==> config.mk <==
export PLATFORM = sky130hd
export DESIGN_NAME = tpdc_clock_cfg
export DESIGN_NICKNAME = d
export VERILOG_FILES = /design/src/tpdc_pkg.sv /design/src/tpdc_clock_cfg.sv /design/src/tpdc_pll_freq.sv
export VERILOG_INCLUDE_DIRS = /design/src
export SDC_FILE = /design/constraint.sdc
export NUM_CORES = 1
export LEC_CHECK = 0
export ABC_AREA = 1
export BUFFER_PORTS_ARGS = -buffer_cell sky130_fd_sc_hd__clkbuf_2
export CORE_UTILIZATION = 52
export CTS_CLUSTER_DIAMETER = 120
export DETAILED_ROUTE_END_ITERATION = 7
export PLACE_DENSITY = 0.81
export REMOVE_ABC_BUFFERS = 1
export SYNTH_ARGS = -nofsm -noshare
export SYNTH_HDL_FRONTEND = slang
export SYNTH_SLANG_ARGS = --single-unit
==> constraint.sdc <==
create_clock -name clk_sys -period 8 [get_ports clk_sys]
set_input_delay 1.2 -clock clk_sys [delete_from_list [all_inputs] [get_ports clk_sys]]
set_output_delay 1.2 -clock clk_sys [all_outputs]
set_load 0.005 [all_outputs]
==> src/tpdc_defs.svh <==
// tpdc_defs.svh: register indices, field positions, reset values and timing of the PLL configuration block
// assumes every file of the block includes it by its bare name
`ifndef TPDC_DEFS_SVH
`define TPDC_DEFS_SVH

// register indices; byte address is four times the index
`define TPDC_IDX_SRC_LOW 8'h05
`define TPDC_IDX_SRC_MULT 8'h06
`define TPDC_IDX_MEM_LOW 8'h07
`define TPDC_IDX_MEM_MULT 8'h08
`define TPDC_IDX_CORE_LOW 8'h09
`define TPDC_IDX_CORE_MULT 8'h0A
`define TPDC_IDX_STATUS 8'h10

// pll numbering in the storage array
`define TPDC_PLL_SRC 2'h0
`define TPDC_PLL_MEM 2'h1
`define TPDC_PLL_CORE 2'h2

// field positions
`define TPDC_PRE_BIT 0
`define TPDC_OUT_LSB 1
`define TPDC_OUT_MSB 2
`define TPDC_EXTRA_LSB 3
`define TPDC_EXTRA_MSB 5
`define TPDC_MULT_LSB 0
`define TPDC_MULT_MSB 5

// reset values
`define TPDC_PRE_RST 1'h0
`define TPDC_EXTRA_RST 3'h0
`define TPDC_SRC_OUT_RST 2'h2
`define TPDC_MEM_OUT_RST 2'h1
`define TPDC_CORE_OUT_RST 2'h2
`define TPDC_SRC_MULT_RST 6'h17
`define TPDC_MEM_MULT_RST 6'h1D
`define TPDC_CORE_MULT_RST 6'h2A

// extra divider code xx1 means a shift of four
`define TPDC_EXTRA_DIV16_SHIFT 3'h4

// lock wait, rounded up to whole cycles
`define TPDC_LOCK_TIME_NS 30000
`define TPDC_CLK_PERIOD_NS 10
`define TPDC_LOCK_CYCLES ((`TPDC_LOCK_TIME_NS + `TPDC_CLK_PERIOD_NS - 1) / `TPDC_CLK_PERIOD_NS)
`define TPDC_LOCK_CNT_W 12

// bus answers
`define TPDC_RESP_OKAY 2'h0
`define TPDC_RESP_SLVERR 2'h2

`endif

==> src/tpdc_pkg.sv <==
// tpdc_pkg.sv: types shared by the PLL configuration block
// assumes tpdc_defs.svh is on the include path
`include "tpdc_defs.svh"

package tpdc_pkg;

	typedef struct packed {
		logic preDiv;
		logic [1:0] outDiv;
		logic [5:0] multiplier;
	} tpdc_pll_cfg_t;

	typedef struct packed {
		logic awvalid;
		logic [7:0] awaddr;
		logic wvalid;
		logic [31:0] wdata;
		logic [3:0] wstrb;
		logic bready;
		logic arvalid;
		logic [7:0] araddr;
		logic rready;
	} tpdc_axil_req_t;

	typedef struct packed {
		logic awready;
		logic wready;
		logic bvalid;
		logic [1:0] bresp;
		logic arready;
		logic rvalid;
		logic [31:0] rdata;
		logic [1:0] rresp;
	} tpdc_axil_rsp_t;

	// extra post-divider code to a right shift
	function automatic logic [2:0] tpdc_extra_shift(input logic [2:0] code);
		tpdc_extra_shift = code[0] ? `TPDC_EXTRA_DIV16_SHIFT : {1'b0, code[2:1]};
	endfunction

endpackage

==> src/tpdc_clock_cfg.sv <==
// tpdc_clock_cfg.sv: register block for three PLLs behind an AXI4-Lite slave
// assumes one clock, synchronous active-low reset, and a master keeping AXI rules
//
// Decided for this implementation: the AXI4-Lite interface to the registers.
`timescale 1ns/1ps
`default_nettype none
`include "tpdc_defs.svh"

module tpdc_clock_cfg #(
	parameter int unsigned FIN_HZ = 12000000
) (
	// clock and reset
	input wire logic clk_sys,
	input wire logic rst_n,
	// register bus
	input wire tpdc_pkg::tpdc_axil_req_t axiReq,
	output tpdc_pkg::tpdc_axil_rsp_t axiRsp,
	// fields to the PLL circuits
	output tpdc_pkg::tpdc_pll_cfg_t srcPllCfg,
	output tpdc_pkg::tpdc_pll_cfg_t memPllCfg,
	output tpdc_pkg::tpdc_pll_cfg_t corePllCfg,
	output logic [2:0] srcExtraDiv,
	// nominal frequencies
	output logic [31:0] srcPllHz,
	output logic [31:0] scanClockHz,
	output logic [31:0] memClockHz,
	output logic [31:0] coreClockHz,
	// lock wait in progress per PLL
	output logic [2:0] pllSettling
);
	import tpdc_pkg::*;

	localparam int PLLS = 3;
	localparam int CNT_W = `TPDC_LOCK_CNT_W;
	localparam logic [CNT_W-1:0] LOCK_CYCLES = CNT_W'(`TPDC_LOCK_CYCLES);

	function automatic logic [7:0] regIndex(input logic [7:0] addr);
		regIndex = {2'h0, addr[7:2]};
	endfunction

	function automatic logic isPllReg(input logic [7:0] idx);
		isPllReg = (idx >= `TPDC_IDX_SRC_LOW) && (idx <= `TPDC_IDX_CORE_MULT);
	endfunction

	function automatic logic isMultReg(input logic [7:0] idx);
		isMultReg = (idx == `TPDC_IDX_SRC_MULT) || (idx == `TPDC_IDX_MEM_MULT) || (idx == `TPDC_IDX_CORE_MULT);
	endfunction

	function automatic logic [1:0] pllOf(input logic [7:0] idx);
		case (idx)
			`TPDC_IDX_SRC_LOW, `TPDC_IDX_SRC_MULT: pllOf = `TPDC_PLL_SRC;
			`TPDC_IDX_MEM_LOW, `TPDC_IDX_MEM_MULT: pllOf = `TPDC_PLL_MEM;
			`TPDC_IDX_CORE_LOW, `TPDC_IDX_CORE_MULT: pllOf = `TPDC_PLL_CORE;
			default: pllOf = `TPDC_PLL_SRC;
		endcase
	endfunction

	function automatic tpdc_pll_cfg_t resetCfg(input int k);
		resetCfg.preDiv = `TPDC_PRE_RST;
		case (k)
			0: begin
				resetCfg.outDiv = `TPDC_SRC_OUT_RST;
				resetCfg.multiplier = `TPDC_SRC_MULT_RST;
			end
			1: begin
				resetCfg.outDiv = `TPDC_MEM_OUT_RST;
				resetCfg.multiplier = `TPDC_MEM_MULT_RST;
			end
			default: begin
				resetCfg.outDiv = `TPDC_CORE_OUT_RST;
				resetCfg.multiplier = `TPDC_CORE_MULT_RST;
			end
		endcase
	endfunction

	// register storage
	tpdc_pll_cfg_t cfgStore [PLLS];
	logic [2:0] extraDiv;
	logic [CNT_W-1:0] settleCount [PLLS];
	logic [CNT_W-1:0] next_settleCount [PLLS];

	// write channel state
	logic awReady;
	logic wReady;
	logic awHeld;
	logic wHeld;
	logic [7:0] awIdx;
	logic [31:0] wDataHeld;
	logic [3:0] wStrbHeld;
	logic bValid;
	logic [1:0] bResp;
	logic wrFire;
	logic pllWrite;

	// read channel state
	logic arReady;
	logic rValid;
	logic [31:0] rData;
	logic [1:0] rResp;
	logic [7:0] rdIdx;
	logic [7:0] arIdx;
	logic [31:0] next_rData;
	logic [1:0] next_rResp;

	assign wrFire = awHeld && wHeld && !bValid;
	assign pllWrite = wrFire && wStrbHeld[0] && isPllReg(awIdx);
	assign arIdx = regIndex(axiReq.araddr);

	assign axiRsp = '{awready: awReady, wready: wReady, bvalid: bValid, bresp: bResp,
		arready: arReady, rvalid: rValid, rdata: rData, rresp: rResp};

	// write address acceptance
	always_ff @(posedge clk_sys) begin
		if (!rst_n) begin
			awHeld <= 1'b0;
			awReady <= 1'b0;
			awIdx <= 8'h00;
		end else if (axiReq.awvalid && awReady) begin
			awHeld <= 1'b1;
			awReady <= 1'b0;
			awIdx <= regIndex(axiReq.awaddr);
		end else begin
			if (wrFire) begin
				awHeld <= 1'b0;
			end
			awReady <= !awHeld && !bValid;
		end
	end

	// write data acceptance
	always_ff @(posedge clk_sys) begin
		if (!rst_n) begin
			wHeld <= 1'b0;
			wReady <= 1'b0;
			wDataHeld <= 32'h0;
			wStrbHeld <= 4'h0;
		end else if (axiReq.wvalid && wReady) begin
			wHeld <= 1'b1;
			wReady <= 1'b0;
			wDataHeld <= axiReq.wdata;
			wStrbHeld <= axiReq.wstrb;
		end else begin
			if (wrFire) begin
				wHeld <= 1'b0;
			end
			wReady <= !wHeld && !bValid;
		end
	end

	// write response
	always_ff @(posedge clk_sys) begin
		if (!rst_n) begin
			bValid <= 1'b0;
			bResp <= `TPDC_RESP_OKAY;
		end else if (wrFire) begin
			bValid <= 1'b1;
			bResp <= (isPllReg(awIdx) || awIdx == `TPDC_IDX_STATUS) ? `TPDC_RESP_OKAY : `TPDC_RESP_SLVERR;
		end else if (axiReq.bready) begin
			bValid <= 1'b0;
		end
	end

	// field storage; read-only positions are simply not stored
	always_ff @(posedge clk_sys) begin
		if (!rst_n) begin
			for (int k = 0; k < PLLS; k++) begin
				cfgStore[k] <= resetCfg(k);
			end
		end else if (pllWrite && isMultReg(awIdx)) begin
			cfgStore[pllOf(awIdx)].multiplier <= wDataHeld[`TPDC_MULT_MSB:`TPDC_MULT_LSB];
		end else if (pllWrite) begin
			cfgStore[pllOf(awIdx)].outDiv <= wDataHeld[`TPDC_OUT_MSB:`TPDC_OUT_LSB];
			cfgStore[pllOf(awIdx)].preDiv <= wDataHeld[`TPDC_PRE_BIT];
		end
	end

	always_ff @(posedge clk_sys) begin
		if (!rst_n) begin
			extraDiv <= `TPDC_EXTRA_RST;
		end else if (pllWrite && awIdx == `TPDC_IDX_SRC_LOW) begin
			extraDiv <= wDataHeld[`TPDC_EXTRA_MSB:`TPDC_EXTRA_LSB];
		end
	end

	// lock wait counters, restarted by any write to a PLL's registers with byte lane zero enabled
	always_comb begin
		for (int k = 0; k < PLLS; k++) begin
			if (pllWrite && pllOf(awIdx) == 2'(k)) begin
				next_settleCount[k] = LOCK_CYCLES;
			end else if (settleCount[k] != '0) begin
				next_settleCount[k] = settleCount[k] - 1'b1;
			end else begin
				next_settleCount[k] = settleCount[k];
			end
		end
	end

	always_ff @(posedge clk_sys) begin
		for (int k = 0; k < PLLS; k++) begin
			if (!rst_n) begin
				settleCount[k] <= '0;
				pllSettling[k] <= 1'b0;
			end else begin
				settleCount[k] <= next_settleCount[k];
				pllSettling[k] <= next_settleCount[k] != '0;
			end
		end
	end

	// read decode; unused bits read zero
	always_comb begin
		next_rData = 32'h0;
		next_rResp = `TPDC_RESP_OKAY;
		case (arIdx)
			`TPDC_IDX_SRC_LOW: next_rData = {26'h0, extraDiv, cfgStore[`TPDC_PLL_SRC].outDiv,
				cfgStore[`TPDC_PLL_SRC].preDiv};
			`TPDC_IDX_SRC_MULT: next_rData = {26'h0, cfgStore[`TPDC_PLL_SRC].multiplier};
			`TPDC_IDX_MEM_LOW: next_rData = {29'h0, cfgStore[`TPDC_PLL_MEM].outDiv, cfgStore[`TPDC_PLL_MEM].preDiv};
			`TPDC_IDX_MEM_MULT: next_rData = {26'h0, cfgStore[`TPDC_PLL_MEM].multiplier};
			`TPDC_IDX_CORE_LOW: next_rData = {29'h0, cfgStore[`TPDC_PLL_CORE].outDiv, cfgStore[`TPDC_PLL_CORE].preDiv};
			`TPDC_IDX_CORE_MULT: next_rData = {26'h0, cfgStore[`TPDC_PLL_CORE].multiplier};
			`TPDC_IDX_STATUS: next_rData = {29'h0, pllSettling};
			default: next_rResp = `TPDC_RESP_SLVERR;
		endcase
	end

	always_ff @(posedge clk_sys) begin
		if (!rst_n) begin
			arReady <= 1'b0;
			rValid <= 1'b0;
			rData <= 32'h0;
			rResp <= `TPDC_RESP_OKAY;
			rdIdx <= 8'h00;
		end else if (axiReq.arvalid && arReady) begin
			arReady <= 1'b0;
			rValid <= 1'b1;
			rData <= next_rData;
			rResp <= next_rResp;
			rdIdx <= arIdx;
		end else begin
			if (axiReq.rready) begin
				rValid <= 1'b0;
			end
			arReady <= !rValid;
		end
	end

	// fields straight to the PLL circuits
	assign srcPllCfg = cfgStore[`TPDC_PLL_SRC];
	assign memPllCfg = cfgStore[`TPDC_PLL_MEM];
	assign corePllCfg = cfgStore[`TPDC_PLL_CORE];
	assign srcExtraDiv = extraDiv;

	// frequency of each PLL output
	logic [31:0] pllHz [PLLS];

	genvar g;
	generate
		for (g = 0; g < PLLS; g++) begin : pllFreqGen
			tpdc_pll_freq #(
				.FIN_HZ(FIN_HZ)
			) uPllFreq (
				.clk_sys(clk_sys),
				.rst_n(rst_n),
				.cfg(cfgStore[g]),
				.extraShift(3'h0),
				.freqHz(pllHz[g])
			);
		end
	endgenerate

	// scan clock taken from the source PLL through the extra divider
	tpdc_pll_freq #(
		.FIN_HZ(FIN_HZ)
	) uScanFreq (
		.clk_sys(clk_sys),
		.rst_n(rst_n),
		.cfg(cfgStore[`TPDC_PLL_SRC]),
		.extraShift(tpdc_extra_shift(extraDiv)),
		.freqHz(scanClockHz)
	);

	assign srcPllHz = pllHz[`TPDC_PLL_SRC];
	assign memClockHz = pllHz[`TPDC_PLL_MEM];
	assign coreClockHz = pllHz[`TPDC_PLL_CORE];

	AST_EXTRA_DIV16: assert property (@(posedge clk_sys) disable iff (!rst_n)
		extraDiv[0] && $stable(extraDiv) && $stable(cfgStore[`TPDC_PLL_SRC]) |=> scanClockHz == (srcPllHz >> 4))
		else $error("extra divider code xx1 does not divide by 16");

	AST_EXTRA_POW2: assert property (@(posedge clk_sys) disable iff (!rst_n)
		!extraDiv[0] && $stable(extraDiv) && $stable(cfgStore[`TPDC_PLL_SRC])
			|=> scanClockHz == (srcPllHz >> $past(extraDiv[2:1])))
		else $error("scan clock is not the source PLL over the extra divider");

	AST_RESET_SRC: assert property (@(posedge clk_sys)
		!rst_n |=> srcPllCfg.outDiv == `TPDC_SRC_OUT_RST && srcPllCfg.preDiv == `TPDC_PRE_RST
			&& srcPllCfg.multiplier == `TPDC_SRC_MULT_RST && srcExtraDiv == `TPDC_EXTRA_RST)
		else $error("source PLL fields wrong after reset");

	AST_RESET_MEM: assert property (@(posedge clk_sys)
		!rst_n |=> memPllCfg.outDiv == `TPDC_MEM_OUT_RST && memPllCfg.preDiv == `TPDC_PRE_RST
			&& memPllCfg.multiplier == `TPDC_MEM_MULT_RST)
		else $error("memory PLL fields wrong after reset");

	AST_RESET_CORE: assert property (@(posedge clk_sys)
		!rst_n |=> corePllCfg.outDiv == `TPDC_CORE_OUT_RST && corePllCfg.preDiv == `TPDC_PRE_RST
			&& corePllCfg.multiplier == `TPDC_CORE_MULT_RST)
		else $error("core PLL fields wrong after reset");

	AST_CORE_LOW_WRITE: assert property (@(posedge clk_sys) disable iff (!rst_n)
		pllWrite && awIdx == `TPDC_IDX_CORE_LOW
			|=> corePllCfg.outDiv == $past(wDataHeld[`TPDC_OUT_MSB:`TPDC_OUT_LSB])
			&& corePllCfg.preDiv == $past(wDataHeld[`TPDC_PRE_BIT]))
		else $error("core PLL low fields not taken from the write");

	AST_MEM_MULT_WRITE: assert property (@(posedge clk_sys) disable iff (!rst_n)
		pllWrite && awIdx == `TPDC_IDX_MEM_MULT ##1 !pllWrite [*2]
			|-> memPllCfg.multiplier == $past(wDataHeld[`TPDC_MULT_MSB:`TPDC_MULT_LSB], 2))
		else $error("memory multiplier not held from the write");

	AST_LOW_RO_ZERO: assert property (@(posedge clk_sys) disable iff (!rst_n)
		rValid && (rdIdx == `TPDC_IDX_MEM_LOW || rdIdx == `TPDC_IDX_CORE_LOW) |-> rData[31:3] == 29'h0)
		else $error("read-only bits of a low register read nonzero");

	AST_MULT_UPPER_ZERO: assert property (@(posedge clk_sys) disable iff (!rst_n)
		rValid && (isMultReg(rdIdx) || rdIdx == `TPDC_IDX_SRC_LOW) |-> rData[31:6] == 26'h0)
		else $error("multiplier or source upper bits read nonzero");

	AST_SETTLE_HOLD: assert property (@(posedge clk_sys) disable iff (!rst_n)
		pllWrite && pllOf(awIdx) == `TPDC_PLL_MEM |=> pllSettling[1] [*8])
		else $error("memory PLL lock wait not started by a write");

	AST_BVALID_HOLD: assert property (@(posedge clk_sys) disable iff (!rst_n)
		bValid && !axiReq.bready |=> bValid && $stable(bResp))
		else $error("write response dropped before bready");

endmodule
`default_nettype wire

==> src/tpdc_pll_freq.sv <==
// tpdc_pll_freq.sv: nominal output frequency of one PLL from its fields
// assumes one clock domain, synchronous active-low reset
`timescale 1ns/1ps
`default_nettype none
`include "tpdc_defs.svh"

module tpdc_pll_freq #(
	parameter int unsigned FIN_HZ = 12000000
) (
	// clock and reset
	input wire logic clk_sys,
	input wire logic rst_n,
	// divider fields
	input wire tpdc_pkg::tpdc_pll_cfg_t cfg,
	input wire logic [2:0] extraShift,
	// result in hertz
	output logic [31:0] freqHz
);
	import tpdc_pkg::*;

	logic [38:0] preHz;
	logic [38:0] vcoHz;
	logic [6:0] multPlusOne;
	logic [3:0] shiftTotal;

	assign preHz = 39'(FIN_HZ) >> cfg.preDiv;
	assign multPlusOne = {1'b0, cfg.multiplier} + 7'h01;
	assign vcoHz = preHz * {32'h0, multPlusOne};
	assign shiftTotal = {2'h0, cfg.outDiv} + {1'b0, extraShift};

	always_ff @(posedge clk_sys) begin
		if (!rst_n) begin
			freqHz <= 32'h0;
		end else begin
			freqHz <= 32'(vcoHz >> shiftTotal);
		end
	end

	AST_PLL_FREQ: assert property (@(posedge clk_sys) disable iff (!rst_n)
		$stable(cfg) && $stable(extraShift) |=> 64'(freqHz) == ((64'(FIN_HZ) / (64'h1 << $past(cfg.preDiv)))
			* (64'($past(cfg.multiplier)) + 64'h1)) / (64'h1 << (64'($past(cfg.outDiv)) + 64'($past(extraShift)))))
		else $error("pll frequency does not follow its fields");

endmodule
`default_nettype wire
==> results.sh, run 1 <==
export IMPL_synthArstFlopShare=0
export IMPL_pwr_density_cell_nw_per_um2=257
export IMPL_core_um2=37000
export IMPL_synth_area_um2=19700
export IMPL_max_freq_ghz=0.159
export IMPL_drive_gt1_frac=0.0947
export IMPL_path_buf_inv=5
export IMPL_start_util=0.533
export IMPL_drv_slew=0
export IMPL_synth_top_flop_cell="dfxtp_1"
export IMPL_portBuffers=187
export IMPL_period_share=0.786
export IMPL_initialDrtViolationCount=1525
export IMPL_antenna_cells=0
export IMPL_crit_family="adder cells"
export IMPL_maxCapViolCount=0
export IMPL_relSlewSlack=0.130
export IMPL_crit_path_frequent_cell="nand2_1"
export IMPL_worstMarginPinSlew_ns=1.29
export IMPL_clock_skew_ns=0.0218
export IMPL_post_cts_buffers=0
export IMPL_syn_avg_cell_area_um2=7.20
export IMPL_ios=261
export IMPL_yosysWarningCount=0
export IMPL_path_class="reg -> reg"
export IMPL_worstSetupStartpointType="register"
export IMPL_p_leak_nw=11.2
export IMPL_synth_cells=2740
export IMPL_hold_violations=0
export IMPL_vdd_ir_drop_max_uv=144
export IMPL_finalNetCount=3259
export IMPL_grt_pass1_vias=18000
export IMPL_drt_total_wl_mm=55.7
export IMPL_fin_ws_ns=1.72
export IMPL_cts_max_level=1
export IMPL_fillers=3576
export IMPL_num_vias=18500
export IMPL_grt_max_degree=55
export IMPL_cp_required_ns=8.40
export IMPL_tritoncts="done"
export IMPL_gp_congestion=0.979
export IMPL_hold_buffers=0
export IMPL_die_w_um=197
export IMPL_area_growth_pct=9.97
export IMPL_route_detailed_drc=0
export IMPL_clk_latency_ns=0.55
export IMPL_cts_clk_slew_worst_paths_ns=0.06
export IMPL_grt_pass1_wl_mm=90.4
export IMPL_cp_end_kind="register"
export IMPL_cts_sinks=213
export IMPL_cts_buffer_depth=3
export IMPL_multiInputGateArea_um2=13000
export IMPL_die_area_um2=38700
export IMPL_cts_buffers=24
export IMPL_yosysSeqAreaShare=0.230
export IMPL_hpwl_mm=46.1
export IMPL_dr_pass1_iters=8
export IMPL_antenna_found_initial=0
export IMPL_detail_route_wl_per_cell_um=16.3
export IMPL_viasPerCell=5.43
export IMPL_root_buffer="clkbuf_16"
export IMPL_synth_seq_cells=213
export IMPL_synth_edf_count=27
export IMPL_post_cts_resized=0
export IMPL_grt_ovfl_total=0
export IMPL_row_count=70
export IMPL_crit_fanout=12
export IMPL_track_usage=0.291
export IMPL_critPathSlowestCell="edfxtp_1"
export IMPL_hold_path_class="reg -> reg"
export IMPL_setup_viol=0
export IMPL_crit_arrival_ns=6.68
export IMPL_ff_latch_area_um2=4530
export IMPL_fin_setup_tns_ns=0
export IMPL_power_mw=5.56
export IMPL_yosysUniqueCellTypes=56
export IMPL_fin_crit_ns=6.28
export IMPL_pre_cts_slack_ns=1.83
export IMPL_fin_hold_ws_ns=0.465
export IMPL_rsz0062_at_grt="no"
export IMPL_status="finished clean"
export IMPL_ant_nets=0
export IMPL_die_h_um=197
export IMPL_slowest_delay_ns=0.78
metal layers:
layer | vias to the layer above | GRT usage | routed length, um | share of wire
li1 | 9088 | - | - | -
met1 | 8624 | 0.396 | 25100 | 0.45
met2 | 670 | 0.473 | 25000 | 0.45
met3 | 110 | 0.0392 | 3690 | 0.066
met4 | 0 | 0.104 | 1900 | 0.034
met5 | - | 0 | 0 | 0
synth_stat cells (all sizes together), types with 3 or more instances:
cell type / number / area, um2
clkbuf: 57 / 214
o21bai: 8 / 60.1
a21o: 10 / 75.1
a31oi: 3 / 18.8
ha: 182 / 2280
a21oi: 114 / 582
mux2i: 9 / 90.1
dfxtp: 186 / 3720
xor2: 31 / 279
or2: 8 / 50.1
fa: 132 / 2640
o22ai: 46 / 288
nor4: 9 / 56.3
nand4: 36 / 240
a21boi: 7 / 52.6
nor3: 22 / 110
clkinv: 6 / 22.5
o21ai: 131 / 671
nand2: 525 / 1980
buf: 65 / 449
edfxtp: 27 / 811
and2: 6 / 37.5
nor2: 255 / 975
o211ai: 10 / 80.1
nand3b: 18 / 135
nand3: 346 / 1740
a211oi: 5 / 37.5
xnor2: 27 / 236
a221oi: 3 / 26.3
inv: 444 / 1670
final cells by class:
class / instances / area share
clock buffers: 29 / 0.0299
clock inverters: 15 / 0.00750
inverters: 450 / 0.0779
multi-input cells: 2001 / 0.600
flip-flops and latches: 213 / 0.209
well taps: 504 / 0.0291
repair buffers: 196 / 0.0463
layout by cell type (no fill, tap or decap), types with 3 or more instances in the layout:
cell type / Yosys / routed
xnor2_1: 27 / 26
clkbuf_8: 0 / 3
a221oi_1: 3 / 3
a211oi_1: 5 / 5
nor2_2: 4 / 5
nor2_1: 250 / 249
edfxtp_1: 27 / 27
nor3_1: 22 / 22
inv_1: 437 / 437
o22ai_1: 46 / 46
inv_2: 7 / 7
o21bai_1: 8 / 8
a21o_1: 10 / 10
fa_1: 132 / 132
o21ai_1: 10 / 10
nand3_1: 344 / 344
a21oi_1: 113 / 113
buf_4: 46 / 9
clkinvlp_4: 0 / 3
o211ai_1: 9 / 9
o21ai_2: 4 / 4
clkinv_1: 6 / 6
clkbuf_16: 0 / 24
nand2_2: 4 / 4
mux2i_1: 9 / 9
o21ai_0: 117 / 117
nand4_1: 35 / 35
ha_1: 182 / 182
conb_1: 2 / 48
clkbuf_2: 0 / 187
clkinv_2: 0 / 6
nand2_1: 521 / 521
xor2_1: 30 / 30
a21boi_0: 6 / 6
or2_2: 7 / 7
nand3b_1: 18 / 18
a31oi_1: 3 / 3
and2_1: 6 / 6
dfxtp_1: 186 / 186
nor4_1: 9 / 9
logic make-up after synthesis:
logic type / share of synthesized area
other: 0.000381
buffers and inverters: 0.119
muxes: 0.00457
and+or+nand+nor: 0.272
adders and majority gates: 0.250
AOI/OAI and AO/OA: 0.0984
DFF: 0.230
xor gates and xnor gates: 0.0261
worst paths after layout:
kind	from	end	slack (ns)	cells past startpoint
max	cfgStore[0][0]$_SDFFCE_PN1P_	uScanFreq.freqHz[4]$_SDFF_PN0_	1.72	26
min	wHeld$_SDFFE_PN0P_	wReady$_SDFF_PP0_	0.47	1
max reg2reg	cfgStore[0][0]$_SDFFCE_PN1P_	uScanFreq.freqHz[4]$_SDFF_PN0_	1.72	26
min reg2reg	wHeld$_SDFFE_PN0P_	wReady$_SDFF_PP0_	0.47	1
metrics by stage:
stage / util / area [um2] / cells
2_1_floorplan: - / 19200 / 2664
5_1_grt: 0.587 / 21700 / 3408
4_1_cts: 0.587 / 21700 / 3408
3_3_place_gp: 0.565 / 20900 / 3364
6_report: 0.587 / 21700 / 3408
3_5_place_dp: 0.565 / 20900 / 3364
worst reg2reg max path: cells and delay by family, from the launching register on:
kind | cells | cell delay, ns
adders and majority gates | 5 | 2.29
and+or+nand+nor | 13 | 1.63
xor gates and xnor gates | 2 | 0.90
DFF | 1 | 0.78
buffers and inverters | 5 | 0.45
AOI/OAI and AO/OA | 1 | 0.08
flip-flops by register name (all words and copies together), names as in the netlist:
signal,flops
arReady,1
awHeld,1
awIdx,6
awReady,1
bResp,1
bValid,1
cfgStore,27
pllFreqGen.uPllFreq.freqHz,84
pllSettling,3
rData,6
rResp,1
rValid,1
settleCount,36
srcExtraDiv,3
uScanFreq.freqHz,32
wDataHeld,6
wHeld,1
wReady,1
wStrbHeld,1
power by group:
part	total (mW)	switching [mW]	leakage [nW]	internal (mW)
clock network	1.11	0.462	0.394	0.649
registers	1.38	0.0969	1.76	1.28
logic	3.07	1.95	9.07	1.12
total	5.56	2.51	11.2	3.06
(Power assumes the default switching activity.)
==> run 2, diff against run 1 <==
--- a/config.mk
+++ b/config.mk
@@ -11,7 +11,7 @@
 export CORE_UTILIZATION = 52
 export CTS_CLUSTER_DIAMETER = 120
 export DETAILED_ROUTE_END_ITERATION = 7
-export PLACE_DENSITY = 0.81
+export PLACE_DENSITY = 0.84
 export REMOVE_ABC_BUFFERS = 1
 export SYNTH_ARGS = -nofsm -noshare
 export SYNTH_HDL_FRONTEND = slang
==> constraint.sdc (replaced) <==
create_clock -name clk_sys -period 5.7 [get_ports clk_sys]
set_input_delay 0.855 -clock clk_sys [delete_from_list [all_inputs] [get_ports clk_sys]]
set_output_delay 0.855 -clock clk_sys [all_outputs]
set_load 0.005 [all_outputs]
==> results.sh, run 2 (synthesis results as in run 1) <==
export IMPL_status="finished clean"
export IMPL_crit_fanout=4
export IMPL_grt_ovfl_total=0
export IMPL_pwr_density_cell_nw_per_um2=355
export IMPL_max_freq_ghz=0.185
export IMPL_ant_nets=0
export IMPL_cts_sinks=213
export IMPL_cp_required_ns=6.13
export IMPL_top_usage_layer="met2"
export IMPL_initialDrtViolationCount=1440
export IMPL_hold_path_class="reg -> reg"
export IMPL_power_mw=7.87
export IMPL_final_common_cell="nand2_1"
export IMPL_hold_buffers=0
export IMPL_relSlewSlack=0.219
export IMPL_antenna_found_initial=0
export IMPL_critPathSlowestCell="fa_1"
export IMPL_slowest_delay_ns=0.61
export IMPL_num_vias=18700
export IMPL_row_count=70
export IMPL_die_area_um2=38700
export IMPL_maxCapViolCount=0
export IMPL_hpwl_mm=46.4
export IMPL_utilization=0.600
export IMPL_drive_gt1_frac=0.121
export IMPL_finalNetCount=3311
export IMPL_grt_util_met2=0.476
export IMPL_die_w_um=197
export IMPL_rsz0062_at_grt="yes"
export IMPL_viasPerCell=5.40
export IMPL_crit_path_frequent_cell="nand3_1"
export IMPL_top_regs="pllFreqGen.uPllFreq.freqHz x84, settleCount x36, uScanFreq.freqHz x32"
export IMPL_grt_util_met3=0.0419
export IMPL_r2r_slack_ns=0.30
export IMPL_largest_register_ffs=84
export IMPL_portBuffers=187
export IMPL_drv_slew=0
export IMPL_core_um2=37000
export IMPL_cp_depth=25
export IMPL_grt_pass1_wl_mm=90.4
export IMPL_antenna_cells=0
export IMPL_gp_congestion=0.971
export IMPL_placedCellCount=3409
export IMPL_detail_route_wl_per_cell_um=16.2
export IMPL_timing_rr_end="uScanFreq.freqHz[10]$_SDFF_PN0_"
export IMPL_grt_max_degree=48
export IMPL_cts_max_level=1
export IMPL_ios=261
export IMPL_tritoncts="done"
export IMPL_path_class="reg -> reg"
export IMPL_hold_end="arReady$_SDFF_PP0_"
export IMPL_path_buf_inv=3
export IMPL_mostFrequentLayoutCells="nand2_1 (518), inv_1 (436), nand3_1 (337), nor2_1 (233), clkbuf_2 (187)"
export IMPL_fin_hold_ws_ns=0.449
export IMPL_worstSetupStartpointType="register"
export IMPL_setup_viol=0
export IMPL_route_detailed_drc=0
export IMPL_fin_cells=3460
export IMPL_worstMarginPinSlew_ns=1.16
export IMPL_track_usage=0.291
export IMPL_met1_usage=0.394
export IMPL_p_leak_nw=11.5
export IMPL_clock_skew_ns=0.0234
export IMPL_dr_pass1_iters=6
export IMPL_r2r_cells=25
export IMPL_cp_end_kind="register"
export IMPL_vdd_ir_drop_max_uv=344
export IMPL_largest_register="pllFreqGen.uPllFreq.freqHz"
export IMPL_drt_total_wl_mm=55.9
export IMPL_dpl_instance_area_um2=21200
export IMPL_crit_arrival_ns=5.83
export IMPL_cts_buffers=24
export IMPL_crit_family="adder cells"
export IMPL_clk_latency_ns=0.56
export IMPL_hold_violations=0
export IMPL_start_util=0.533
export IMPL_fin_ws_ns=0.305
export IMPL_fin_crit_ns=5.40
export IMPL_hold_start="rValid$_SDFFE_PN0P_"
export IMPL_cp_startpoint="cfgStore[0][0]$_SDFFCE_PN1P_"
export IMPL_r2r_start="cfgStore[0][0]$_SDFFCE_PN1P_"
export IMPL_area_growth_pct=12.4
export IMPL_cts_clk_slew_worst_paths_ns=0.06
export IMPL_cts_buffer_depth=3
export IMPL_pre_cts_slack_ns=0.239
export IMPL_fin_setup_tns_ns=0
export IMPL_root_buffer="clkbuf_16"
export IMPL_hold_path_depth=1
export IMPL_period_share=0.947
export IMPL_design_area_um2=22200
export IMPL_die_h_um=197
export IMPL_grt_pass1_vias=18200
## run 2: cell count changes in the layout (fill, tap and decap cells not counted), moves of 3 or more
cell,change
buf_4,+52
nor2_1,-16
nor2_2,+16
nand3_1,-7
nand3_2,+7
clkinv_2,-4
a21oi_1,-3
a21oi_2,+3
clkbuf_1,+3
clkbuf_8,+3
nand2_1,-3
nand2_2,+3
## run 2: how the worst max path moves through the flow
stage	slack, ns	endpoint
2_1_floorplan	0.46	uScanFreq.freqHz[19]$_SDFF_PN0_
3_3_place_gp	0.32	uScanFreq.freqHz[10]$_SDFF_PN0_
3_5_place_dp	0.24	uScanFreq.freqHz[10]$_SDFF_PN0_
4_1_cts	0.20	uScanFreq.freqHz[10]$_SDFF_PN0_
5_1_grt	-0.05	uScanFreq.freqHz[10]$_SDFF_PN0_
6_report	0.30	uScanFreq.freqHz[10]$_SDFF_PN0_
## run 2: per-layer routing
layer,wire length [um],vias up
li1,-,9190
met1,25000,8664
met2,24800,707
met3,4110,109
met4,1940,0
met5,0,-
## run 2: area by class of cell
type | instances | area [um2]
Clock buffer | 35 | 702
Clock inverter | 9 | 92.6
Fill cell | 3482 | 14800
Inverter | 450 | 1690
Multi-Input combinational cell | 2001 | 13100
Sequential cell | 213 | 4530
Tap cell | 504 | 631
Timing Repair Buffer | 248 | 1390
## run 2: worst reg2reg max path, stage by stage, from the launching register on
cell	delay, ns
edfxtp_1	0.44
ha_1	0.24
nand2_1	0.08
inv_1	0.06
nand3_1	0.12
nor2_2	0.07
inv_2	0.12
nor2_1	0.07
inv_1	0.12
o21ai_0	0.17
ha_1	0.37
fa_1	0.51
fa_1	0.61
fa_1	0.45
ha_1	0.38
nand2_1	0.12
nor2_1	0.16
nand3_1	0.10
nand2_1	0.14
nand2_1	0.11
nand3_1	0.17
nand3_1	0.17
nand3_1	0.18
nand3_1	0.12
nand3_1	0.11
o21ai_0	0.10
## run 2: power by group
group / total (mW) / internal [mW] / switching [mW]
Clock: 1.52 / 0.868 / 0.657
Combinational: 4.40 / 1.65 / 2.76
Sequential: 1.94 / 1.80 / 0.136
## run 2: repair_timing
item                                    CTS  global route
buffers inserted                          0             7
gates resized for setup                   0            35
endpoints found under the setup margin    0            69
